File: config.mk
export PLATFORM = sky130hd
export DESIGN_NAME = remote_local_command_control
export DESIGN_NICKNAME = d
export VERILOG_FILES = /design/src/hw/remote_local_command_control.v
export VERILOG_INCLUDE_DIRS = /design/src /design/src/hw
export SDC_FILE = /design/constraint.sdc
export NUM_CORES = 1
export LEC_CHECK = 0
export BUFFER_PORTS_ARGS = -buffer_cell sky130_fd_sc_hd__buf_2
export CAP_MARGIN = 20
export CORE_MARGIN = 2
export CORE_UTILIZATION = 40
export CTS_CLUSTER_SIZE = 20
export DETAILED_ROUTE_END_ITERATION = 12
export PLACE_DENSITY = 0.61
export SYNTH_ARGS = -nofsm -noshare
export SYNTH_HDL_FRONTEND = slang
export SYNTH_SLANG_ARGS = --single-unit
File: constraint.sdc
create_clock -name clk -period 5.8 [get_ports clk]
set_clock_uncertainty 0.15 [all_clocks]
set_input_delay 0.29 -clock clk [delete_from_list [all_inputs] [get_ports clk]]
set_output_delay 0.29 -clock clk [all_outputs]
set_load 0.03 [all_outputs]
File: src/hw/rlcc_consts.vh
`ifndef RLCC_CONSTS_VH
`define RLCC_CONSTS_VH
// Clock and self-test timing
`define CLK_PERIOD_NS   5
`define SELFTEST_NS     100000
// Front-panel key codes
`define KEY_LOCAL       3'h1
`define KEY_PRESET      3'h2
`define KEY_ADDR        3'h3
`define KEY_RF          3'h4
`define KEY_CW_UP       3'h5
// ASCII characters the parser knows
`define CH_SPACE        8'h20
`define CH_PLUS         8'h2b
`define CH_MINUS        8'h2d
`define CH_POINT        8'h2e
`define CH_ZERO         8'h30
`define CH_NINE         8'h39
`define CH_ONE          8'h31
`define CH_UP_A         8'h41
`define CH_UP_Z         8'h5a
`define CH_LO_A         8'h61
`define CH_LO_Z         8'h7a
`define CH_CASE_BIT     8'h20
// Program-code letters
`define CH_C            8'h43
`define CH_E            8'h45
`define CH_G            8'h47
`define CH_I            8'h49
`define CH_P            8'h50
`define CH_R            8'h52
`define CH_W            8'h57
`define CH_Z            8'h5a
// Field layout of the talk status byte
`define ST_REMOTE_BIT   0
`define ST_LOCKOUT_BIT  1
`define ST_CW_BIT       2
`define ST_RF_BIT       3
`define ST_FAIL_BIT     4
// Reset values and numeric limits
`define RST_ADDR        5'h13
`define RST_CW_MHZ      17'h00000
`define MHZ_PER_GHZ     1000
`define INT_DIGIT_MAX   10'h00a
`define SYNC_FILL       32'h00000002
`define FRAC_DIGITS     2'h3
`endif

File: src/hw/remote_local_command_control.v
// How it works
// Power-on self test blanks digits, lights lamps
// Passing test enters preset sweep state
// Failing test shows error in leftmost digit
// Remote enable plus addressing enters remote
// Remote settings change only from bus commands
// Remote without lockout disables keys except local
// Local key in plain remote returns local
// Lockout command disables every key in remote, local too
// Addressed go-to-local clears remote and lockout
// Remote lamp lit in remote, dark local
// Addressed data puts device remote, delivers bytes
// Preset code enters remote and presets
// Fixed-frequency code, decimal GHz, gigahertz suffix
// Listened codes modify state like panel keys
// Talk reports present state as byte
// Local key equals go-to-local; bus-wide too
// Address switches read only at power on
// Ignore spaces, signs, junk; either letter case
// On/off digit 1/0; register digit 1-9
// Digits, one point, suffix commits value
`timescale 1ns/100ps
`include "rlcc_consts.vh"
module remote_local_command_control #(
  parameter SELFTEST_CYCLES = `SELFTEST_NS / `CLK_PERIOD_NS, // Shorten in simulation
  parameter FREQ_W          = 17                              // CW frequency width in MHz
)(
  input  wire              clk,
  input  wire              rst,
  input  wire              ren,              // Remote enable line, decoded
  input  wire              listen_addressed, // Device addressed to listen
  input  wire              talk_addressed,   // Device addressed to talk
  input  wire              llo_cmd,          // Local lockout command pulse
  input  wire              gtl_addr_cmd,     // Addressed go-to-local pulse
  input  wire              gtl_all_cmd,      // Bus-wide go-to-local pulse
  input  wire              rx_valid,         // Received data byte strobe
  input  wire [7:0]        rx_byte,          // Received data byte
  input  wire              tx_ready,         // Controller accepts a byte
  input  wire              selftest_ok,      // Result from test hardware
  input  wire              key_strobe,       // Front-panel key pin
  input  wire [2:0]        key_code,         // Front-panel key code pins
  input  wire [4:0]        key_value,        // Entered number pins
  input  wire [4:0]        addr_switch,      // Internal address switches
  output reg               remote_indicator_lamp,
  output reg               lockout_q,        // Local lockout in force
  output reg               panel_locked_q,   // Panel keys other than local have no effect
  output reg               display_blank_q,  // Numeric digits blanked
  output reg               lamp_test_q,      // All indicator lamps on
  output reg               error_display_q,  // Error code in leftmost digit
  output reg               preset_q,         // One-cycle preset to datapath
  output reg               cw_mode_q,        // Fixed frequency, not swept
  output reg [FREQ_W-1:0]  cw_freq_mhz_q,    // Fixed frequency in MHz
  output reg               rf_on_q,          // RF power on
  output reg               recall_q,         // One-cycle register recall
  output reg [3:0]         recall_reg_q,     // Register number 1 to 9
  output reg [4:0]         bus_addr_q,       // Address in effect
  output reg               tx_valid_q,       // Talk byte strobe
  output reg [7:0]         tx_byte_q         // Talk byte
);

  // Top-level sequencing states
  localparam [1:0] S_TEST = 2'h0;
  localparam [1:0] S_RUN  = 2'h1;
  localparam [1:0] S_FAIL = 2'h2;

  // Parser states
  localparam [2:0] P_IDLE = 3'h0; // Awaiting first letter
  localparam [2:0] P_L2   = 3'h1; // Awaiting second letter
  localparam [2:0] P_NUM  = 3'h2; // Numeric field
  localparam [2:0] P_UNIT = 3'h3; // Got G, awaiting Z
  localparam [2:0] P_ONOF = 3'h4; // Awaiting on/off digit
  localparam [2:0] P_REG  = 3'h5; // Awaiting register digit

  localparam PIN_W = 14;          // Strobe, code, value, switches

  reg  [1:0]       state_q;       // Sequencing state
  reg  [31:0]      test_cnt_q;    // Self-test timer
  reg              addr_taken_q;  // Switches already read
  reg  [PIN_W-1:0] pin_s1_q;      // First synchroniser stage
  reg  [PIN_W-1:0] pin_s2_q;      // Second synchroniser stage
  reg              key_prev_q;    // Strobe history for edge
  reg  [2:0]       pst_q;         // Parser state
  reg  [7:0]       first_q;       // First code letter
  reg  [9:0]       int_q;         // Whole GHz digits
  reg  [9:0]       frac_q;        // Fractional digits so far
  reg  [1:0]       fdig_q;        // Count of fractional digits
  reg              point_q;       // Decimal point seen
  reg              round_q;       // A fraction digit past the third >= 5
  reg              remote_d;      // Next remote state
  reg              lockout_d;     // Next lockout state

  // Synchronised pin fields, read only from the second stage
  wire             key_s   = pin_s2_q[13];
  wire [2:0]       code_s  = pin_s2_q[12:10];
  wire [4:0]       value_s = pin_s2_q[9:5];
  wire [4:0]       sw_s    = pin_s2_q[4:0];
  wire             key_evt = key_s & ~key_prev_q;
  wire             running = (state_q == S_RUN);
  wire [7:0]       ch      = upcase(rx_byte);
  wire             rx_take = rx_valid & listen_addressed & running;

  // Folds lower case onto upper case
  function [7:0] upcase;
    input [7:0] c;
    begin
      if (c >= `CH_LO_A && c <= `CH_LO_Z)
        upcase = c & ~`CH_CASE_BIT;
      else
        upcase = c;
    end
  endfunction

  function is_digit;
    input [7:0] c;
    begin
      is_digit = (c >= `CH_ZERO) && (c <= `CH_NINE);
    end
  endfunction

  function is_letter;
    input [7:0] c;
    begin
      is_letter = (c >= `CH_UP_A) && (c <= `CH_UP_Z);
    end
  endfunction

  // Fraction digits scaled to MHz by how many were typed
  function [9:0] frac_mhz;
    input [9:0] f;
    input [1:0] n;
    begin
      case (n)
        2'h1:    frac_mhz = f * 10'd100;
        2'h2:    frac_mhz = f * 10'd10;
        default: frac_mhz = f;
      endcase
    end
  endfunction

  // Full value in MHz; rounds up if any digit past the third fraction digit is >= 5
  wire [31:0] mhz_full = int_q * `MHZ_PER_GHZ + frac_mhz(frac_q, fdig_q) + round_q;
  wire [3:0]  digit    = ch[3:0];

  // Pins come from outside the clock domain: two stages first
  always @(posedge clk or posedge rst) begin
    if (rst) begin
      pin_s1_q   <= {PIN_W{1'b0}};
      pin_s2_q   <= {PIN_W{1'b0}};
      key_prev_q <= 1'b0;
    end else begin
      pin_s1_q   <= {key_strobe, key_code, key_value, addr_switch};
      pin_s2_q   <= pin_s1_q;
      key_prev_q <= key_s;
    end
  end

  // Remote and lockout next state
  always @* begin
    remote_d  = remote_indicator_lamp;
    lockout_d = lockout_q;
    if (running) begin
      if (ren && listen_addressed)
        remote_d = 1'b1;
      if (rx_take && ren)
        remote_d = 1'b1;
      if (llo_cmd && ren)
        lockout_d = 1'b1;
      // Local key only works while lockout is absent
      if (key_evt && code_s == `KEY_LOCAL && remote_indicator_lamp && !lockout_q)
        remote_d = 1'b0;
      if (gtl_addr_cmd) begin
        remote_d  = 1'b0;
        lockout_d = 1'b0;
      end
      if (gtl_all_cmd)
        remote_d = 1'b0;
      // Dropping remote enable releases everything
      if (!ren) begin
        remote_d  = 1'b0;
        lockout_d = 1'b0;
      end
    end
  end

  // Sequencing, remote state, parser and instrument settings
  always @(posedge clk or posedge rst) begin
    if (rst) begin
      state_q               <= S_TEST;
      test_cnt_q            <= 32'h00000000;
      addr_taken_q          <= 1'b0;
      bus_addr_q            <= `RST_ADDR;
      remote_indicator_lamp <= 1'b0;
      lockout_q             <= 1'b0;
      panel_locked_q        <= 1'b1;
      display_blank_q       <= 1'b1;
      lamp_test_q           <= 1'b1;
      error_display_q       <= 1'b0;
      preset_q              <= 1'b0;
      cw_mode_q             <= 1'b0;
      cw_freq_mhz_q         <= `RST_CW_MHZ;
      rf_on_q               <= 1'b1;
      recall_q              <= 1'b0;
      recall_reg_q          <= 4'h0;
      pst_q                 <= P_IDLE;
      first_q               <= 8'h00;
      int_q                 <= 10'h000;
      frac_q                <= 10'h000;
      fdig_q                <= 2'h0;
      point_q               <= 1'b0;
      round_q               <= 1'b0;
    end else begin
      preset_q <= 1'b0;
      recall_q <= 1'b0;
      // Switches read once the synchroniser is full; needs SELFTEST_CYCLES > 1
      if (!addr_taken_q && test_cnt_q == `SYNC_FILL) begin
        addr_taken_q <= 1'b1;
        bus_addr_q   <= sw_s;
      end
      case (state_q)
        S_TEST: begin
          // Digits dark, every lamp lit until the timer ends
          display_blank_q <= 1'b1;
          lamp_test_q     <= 1'b1;
          test_cnt_q      <= test_cnt_q + 32'h00000001;
          if (test_cnt_q >= SELFTEST_CYCLES - 1) begin
            lamp_test_q <= 1'b0;
            if (selftest_ok) begin
              state_q         <= S_RUN;
              display_blank_q <= 1'b0;
              preset_q        <= 1'b1;
              cw_mode_q       <= 1'b0;
              rf_on_q         <= 1'b1;
            end else begin
              state_q         <= S_FAIL;
              display_blank_q <= 1'b1;
              error_display_q <= 1'b1;
            end
          end
        end
        S_FAIL: begin
          // Stays here until power is cycled
          error_display_q <= 1'b1;
          display_blank_q <= 1'b1;
        end
        S_RUN: begin
          remote_indicator_lamp <= remote_d;
          lockout_q             <= lockout_d;
          panel_locked_q        <= remote_d;
          // Panel keys act only in local
          if (key_evt && !remote_indicator_lamp) begin
            case (code_s)
              `KEY_PRESET: begin
                preset_q  <= 1'b1;
                cw_mode_q <= 1'b0;
                rf_on_q   <= 1'b1;
              end
              `KEY_ADDR:  bus_addr_q <= value_s;
              `KEY_RF:    rf_on_q    <= ~rf_on_q;
              `KEY_CW_UP: begin
                cw_mode_q     <= 1'b1;
                cw_freq_mhz_q <= cw_freq_mhz_q + {{(FREQ_W-1){1'b0}}, 1'b1};
              end
              default: ;
            endcase
          end
          // Bus bytes reach the parser only when listening
          if (rx_take) begin
            case (pst_q)
              P_IDLE: begin
                if (is_letter(ch)) begin
                  first_q <= ch;
                  pst_q   <= P_L2;
                end
              end
              P_L2: begin
                if (is_letter(ch)) begin
                  pst_q <= P_IDLE;
                  if (first_q == `CH_I && ch == `CH_P) begin
                    preset_q  <= 1'b1;
                    cw_mode_q <= 1'b0;
                    rf_on_q   <= 1'b1;
                  end else if (first_q == `CH_C && ch == `CH_W) begin
                    pst_q   <= P_NUM;
                    int_q   <= 10'h000;
                    frac_q  <= 10'h000;
                    fdig_q  <= 2'h0;
                    point_q <= 1'b0;
                    round_q <= 1'b0;
                  end else if (first_q == `CH_R && ch == `CH_E)
                    pst_q <= P_ONOF;
                  else if (first_q == `CH_R && ch == `CH_C)
                    pst_q <= P_REG;
                end
              end
              P_NUM: begin
                if (is_digit(ch)) begin
                  if (!point_q) begin
                    if (int_q < `INT_DIGIT_MAX)
                      int_q <= int_q * 10'd10 + {6'h00, digit};
                  end else if (fdig_q < `FRAC_DIGITS) begin
                    frac_q <= frac_q * 10'd10 + {6'h00, digit};
                    fdig_q <= fdig_q + 2'h1;
                  end else if (!round_q && fdig_q == `FRAC_DIGITS && digit >= 4'h5)
                    round_q <= 1'b1;
                end else if (ch == `CH_POINT)
                  point_q <= 1'b1;
                else if (ch == `CH_G)
                  pst_q <= P_UNIT;
                else if (is_letter(ch)) begin
                  // Missing suffix: drop value, start a new code
                  first_q <= ch;
                  pst_q   <= P_L2;
                end
              end
              P_UNIT: begin
                if (ch == `CH_Z) begin
                  cw_mode_q     <= 1'b1;
                  cw_freq_mhz_q <= mhz_full[FREQ_W-1:0];
                  pst_q         <= P_IDLE;
                end else if (is_letter(ch))
                  pst_q <= P_IDLE;
              end
              P_ONOF: begin
                if (ch == `CH_ONE || ch == `CH_ZERO) begin
                  rf_on_q <= (ch == `CH_ONE);
                  pst_q   <= P_IDLE;
                end else if (is_letter(ch))
                  pst_q <= P_IDLE;
              end
              P_REG: begin
                if (is_digit(ch) && ch != `CH_ZERO) begin
                  recall_q     <= 1'b1;
                  recall_reg_q <= digit;
                  pst_q        <= P_IDLE;
                end else if (is_letter(ch))
                  pst_q <= P_IDLE;
              end
              default: pst_q <= P_IDLE;
            endcase
          end
        end
        default: state_q <= S_TEST;
      endcase
    end
  end

  // Talk side: one status byte per accepted slot
  always @(posedge clk or posedge rst) begin
    if (rst) begin
      tx_valid_q <= 1'b0;
      tx_byte_q  <= 8'h00;
    end else begin
      tx_valid_q <= talk_addressed & tx_ready & ~tx_valid_q & (state_q != S_TEST);
      tx_byte_q  <= 8'h00;
      tx_byte_q[`ST_REMOTE_BIT]  <= remote_indicator_lamp;
      tx_byte_q[`ST_LOCKOUT_BIT] <= lockout_q;
      tx_byte_q[`ST_CW_BIT]      <= cw_mode_q;
      tx_byte_q[`ST_RF_BIT]      <= rf_on_q;
      tx_byte_q[`ST_FAIL_BIT]    <= error_display_q;
    end
  end

endmodule // remote_local_command_control

[Word-level counts from Yosys, hierarchy flattened]
Index checks and enable logic that the tools add are counted.
W data, S select, Z words.
Storage, ports and cells
  output and inout bits: 45
  bits of input ports: 33
  flip-flop bits (word level): 141
  logic and storage cells: 259
Cells by class
  mux-type cells: 111
  reductions and logical operators: 42
  add/subtract/negate cells: 7
  $lt $le $gt $ge: 10
  multipliers: 4
  equality and inequality tests: 47
  bitwise gates (word level): 10
Operators with widths (count)
  $mux W10: 9
  $mux W17: 5
  $eq A8 B7 Y1 const B: 9
  $pmux W10 S2: 3
  $mux W1: 49
  $mux W3: 13
  $ne A2 B2 Y1 const B: 17
  $add A32 B1 Y32 const B: 1
  $eq A32 B2 Y1 const B: 1
  $ge A32 B15 Y1 const B: 1
  $mux W8: 4
  $eq A8 B6 Y1 const B: 3
  $pmux W1 S2: 11
  $add A10 B4 Y10: 2
  $mul A10 B3 Y9 const B: 2
  $mux W5: 4
  $logic_and A1 B1 Y1: 18
  $pmux W3 S6: 1
  $reduce_and A9 Y1: 2
  $add A17 B1 Y17: 1
  $add A17 B1 Y17 const B: 1
  $add A17 B10 Y17: 1
  $ge A8 B7 Y1 const B: 2
  $le A8 B7 Y1 const B: 2
  other kinds (34): 69

[Logic depth before layout (Yosys ltp)]
  word-level depth: 11
  gate-level depth with buffers: 18
  depth with buffers taken out: 18

[Worst setup path before layout]
No wires, ideal clock.
  kind: reg-to-reg
  start: register int_q[1]
  end: register cw_freq_mhz_q[16]
  period minus slack after synthesis: 4.677 ns
  required time: 5.515 ns
  data arrival time: 4.393 ns
  library setup time: 0.135 ns
  path buffers: 0
  setup slack: 1.123 ns
  stages on the path, launching flop included: 16
  path through: dfrtp_1 inv_1 fa_1 fa_1 fa_1 fa_1 inv_1 ha_1 o21a_1 o31a_1 a21oi_1 o211ai_1 nor4b_1 nand3_1 xnor2_1 o21ai_0
Between the ends
  word-level cells in the longest chain between the ends: 6
Ends and longest elaborated chain
  start, declared: RTL line remote_local_command_control.v:84  | reg [9:0] int_q;
  start signal, assigned: RTL line remote_local_command_control.v:299  | int_q <= int_q * 10'd10 + {6'h00, digit};
  $mul A10 B7 Y14 (no line)
  $add A17 B10 Y17: RTL line remote_local_command_control.v:141  | wire [31:0] mhz_full = int_q * `MHZ_PER_GHZ + frac_mhz(frac_q, fdig_q) + round_q;
  $add A17 B1 Y17: RTL line remote_local_command_control.v:141
  $mux W17: RTL line remote_local_command_control.v:316  | if (ch == `CH_Z) begin
  $mux W17: RTL line remote_local_command_control.v:268  | case (pst_q)
  $mux W17: RTL line remote_local_command_control.v:267  | if (rx_take) begin
  end signal, assigned: RTL line remote_local_command_control.v:200  | cw_freq_mhz_q <= `RST_CW_MHZ;
  end signal, assigned: RTL line remote_local_command_control.v:261  | cw_freq_mhz_q <= cw_freq_mhz_q + {{(FREQ_W-1){1'b0}}, 1'b1};
  end signal, assigned: RTL line remote_local_command_control.v:318  | cw_freq_mhz_q <= mhz_full[FREQ_W-1:0];
  end, declared: RTL line remote_local_command_control.v:52  | output reg [FREQ_W-1:0] cw_freq_mhz_q,
Every way passes these cells.
A chain may end at the register's enable or synchronous reset.

[Worst setup path after layout]
Ends and elaborated chain as after synthesis.

==> reports/qor.csv <==
stage;metric;value;unit
logic_synthesis;yosysWarnings;0;
worst_setup_path;critical-path-max-stage-delay;0.61;ns
logic_synthesis;synthDistinctLibCells;73;
logic_synthesis;ys_seq_area_share;36.39;%
final_layout;layout.nets;1265;
worst_setup_path;crit_type;reg -> reg;
worst_setup_path;critical_path.most_common_cell;fa_1;
drt;drt-vias-per-instance;5.114;
worst_setup_path;rr_startpoint;int_q[1];
clock_network;root_buffer;clkbuf_16;
clock_network;clk_pin_slew;0.07;ns
final_layout;num_antenna_cells;0;
logic_synthesis;synth_top_area_share;34.50;%
logic_synthesis;synth-adder-area-share;18.77;%
clock_network;cts_setup_buffers;0;
floorplanning;rows;57;
timing;tns;0;ns
timing;setup_violations;0;
logic_synthesis;synth_top_family_by_area;adder cells;
logic_synthesis;synth_compound_area_share;13.57;%
logic_synthesis;syn_area;9719;um^2
worst_setup_path;reg2reg_depth;15;
logic_synthesis;synth_edf_count;0;
worst_setup_path;cpLargestDelayFamily;adder cells;
clock_network;htreeDepth;4;
logic_synthesis;post-synth-top-area-cell;dfrtp_1;
timing;hold_violations;0;
worst_setup_path;r2r_end;cw_freq_mhz_q[16];
logic_synthesis;ys.flop_type;dfrtp_1;
pwr;clockPowerShare;50.3;%
worst_setup_path;slowest_stage;dfrtp_1;
global_routing;grt_max_degree;85;
run;cap_violations;0;
logic_synthesis;synth_common_cells;dfrtp_1, nand2_1, ha_1, inv_1, xnor2_1;
pwr;peakVddDrop;0.0001430;V
final_layout;syn_to_final_growth;15.24;%
logic_synthesis;ys_top_cells_by_area;dfrtp_1, ha_1, fa_1;
drt;dr.pass1.iters;4;
worst_setup_path;critPathArrivalTime;5.25;ns
logic_synthesis;muxShareOfSynthArea;1.982;%
worst_setup_path;startpoint;int_q[1];
timing;rsz0062_at_grt;false;
placement;dp_hpwl;15990;um
logic_synthesis;async_reset_ff_share;100.0;%
floorplanning;die_w;159.9;um
pwr;p_seq_share;46.3;%
worst_setup_path;cp.depth;15;
worst_setup_path;ff2ff_setup_slack;0.65;ns
worst_setup_path;cp-end-kind;register;
final_layout;final_util;46.47;%
timing;fin_crit_sh;88.79;%
drt;wl_per_cell;14.94;um
floorplanning;die-area;25560;um^2
pwr;leakagePower;5.300;nW
clock_network;cts_buffers;17;
worst_setup_path;critical_path.max_fanout;11;
timing;tightestPinTransition;1.027;ns
pwr;internal_power;1.639;mW
placement;place_ws;0.6589;ns
drt;route.detailed.drc;0;
drt;drt_wl_total;21560;um
floorplanning;io_pins;78;
drt;first_iter_violations;454;
drt;vias;7379;
global_routing;gr-total-overflow;0;
pwr;powerDensity;193.1;nW/um^2
pwr;combinationalPowerShare;3.4;%
worst_setup_path;required;5.90;ns
clock_network;clk_latency;0.43;ns
logic_synthesis;synth.avg_cell_area;9.557;um^2
worst_setup_path;endpoint;cw_freq_mhz_q[16];
min_path;min_path_type;in -> reg;
timing;fmax;194.2;MHz
worst_setup_path;cp-start-kind;register;
clock_network;ctsResizeCount;0;
timing;fin_ws;0.6501;ns
timing;relSlewSlack;31.56;%
drt;ant_nets;0;
logic_synthesis;synth_most_common_cell;dfrtp_1;
floorplanning;die-height;159.9;um
floorplanning;core-area;24110;um^2
pwr;power_switching;0.5233;mW
placement;gp_congestion;0.8218;
worst_setup_path;worstPathCellList;inv_1, fa_1, fa_1, fa_1, fa_1, inv_1, ha_1, o21a_1, o31a_1, a21oi_1, o211ai_1, nor4b_1, nand3_1, xnor2_1, o21ai_0;
clock_network;cts_buffer_depth;2;
logic_synthesis;postSynthCellCount;1017;
timing;period_minus_slack;5.150;ns
global_routing;antenna_found_initial;0;
global_routing;grtUsageTotal;17.68;%
logic_synthesis;synthSimpleGateAreaFrac;15.98;%
clock_network;postCtsHoldBufs;20;
placement;port_buffers;74;
logic_synthesis;synth-seq-cells;141;
clock_network;tritoncts;done;
clock_network;cts_sinks;141;
floorplanning;start_util;40.32;%
global_routing;grt_pass1_wl;36970;um
global_routing;grt_pass1_vias;7346;
worst_setup_path;path_buf_inv;2;
run_status;outcome;complete, no violations;
logic_synthesis;synthXorXnorAreaFrac;8.290;%
timing;drv_slew;0;
pwr;swShare;24.20;%
final_layout;drive_gt1_share;13.23;%
-- through the flow --
stage | power [mW] | cell area (um^2) | hold WS (ns) | cells
CTS | 2.193 | 11190 | 0.01223 | 1442
floorplan | 1.060 | 9727 | 0.1714 | 1019
detailed placement | 1.085 | 10410 | 0.1847 | 1390
global placement | 1.084 | 10410 | 0.1823 | 1390
global route | 2.246 | 11200 | 0.01545 | 1443
finish | 2.162 | 11200 | 0.03001 | 1443
-- cells in the final DEF, fill, tap and decap left out, types with 10 or more instances in the layout --
cell / count
nand3_1: 33
a21o_1: 15
o31ai_1: 17
xnor2_1: 67
ha_1: 93
dlygate4sd3_1: 20
dfrtp_1: 134
a21oi_1: 63
nand2_1: 110
mux2_2: 10
inv_1: 87
buf_2: 74
fa_1: 33
clkbuf_16: 17
nand4_1: 18
o21ai_0: 58
nor2_1: 45
xor2_1: 25
nor3_1: 17
nand2b_1: 11
-- metal layers --
| layer | up-vias | track usage (%) | share of wire (%) |
|---|---|---|---|
| li1 | 3707 | - | - |
| met1 | 3550 | 25.15 | 50 |
| met2 | 109 | 27.73 | 45 |
| met3 | 13 | 3.818 | 4.3 |
| met4 | 0 | 4.136 | 0.89 |
| met5 | - | 0 | 0 |
-- state kept, by name (all words and copies together) (netlist names), 2 cells and up --
signal / count
first_q: 8
pst_q: 3
cw_freq_mhz_q: 17
state_q: 2
test_cnt_q: 32
recall_reg_q: 4
tx_byte_q: 5
bus_addr_q: 5
pin_s1_q: 14
frac_q: 10
pin_s2_q: 14
fdig_q: 2
int_q: 10
-- cell type report --
| cell class | count | area [um^2] |
|---|---|---|
| Timing Repair Buffer | 102 | 630.6 |
| Tap cell | 324 | 405.4 |
| Inverter | 88 | 335.3 |
| Clock inverter | 14 | 147.6 |
| Multi-Input combinational cell | 756 | 5705 |
| Fill cell | 2347 | 12900 |
| Sequential cell | 141 | 3537 |
| Clock buffer | 18 | 439.2 |
-- cells by family (layout without fill, tap and decap cells) --
group | Yosys count | in the layout
fa+ha+maj | 126 | 126
buf+inv | 122 | 222
mux | 18 | 18
simple gates | 304 | 304
other cells | 1 | 3
xor+xnor | 92 | 92
compound gates | 213 | 213
flops | 141 | 141
-- worst min path at each step --
stage	to	cells after the start	startpoint
after floorplan	pin_s1_q[0]	0	addr_switch[0]
after global placement	pin_s2_q[3]	0	pin_s1_q[3]
after detailed placement	pin_s2_q[5]	0	pin_s1_q[5]
after CTS	panel_locked_q	3	gtl_all_cmd
after global routing	panel_locked_q	3	gtl_all_cmd
final	panel_locked_q	3	gtl_all_cmd
-- power by group through the flow --
stage	combinational [mW]	clock, mW	sequential (mW)
finish	0.0740	1.09	1.00
global route	0.0836	1.16	1.00
CTS	0.0761	1.12	1.00
detailed placement	0.0664	0	1.02
global placement	0.0655	0	1.02
floorplan	0.0376	0	1.02
-- worst min-delay path, delay by kind of cell --
family / cells / cell delay [ns]
buffers and inverters: 1 / 0.08
and+or+nand+nor: 1 / 0.13
AOI/OAI and AO/OA: 1 / 0.08
(Power assumes the default switching activity.)
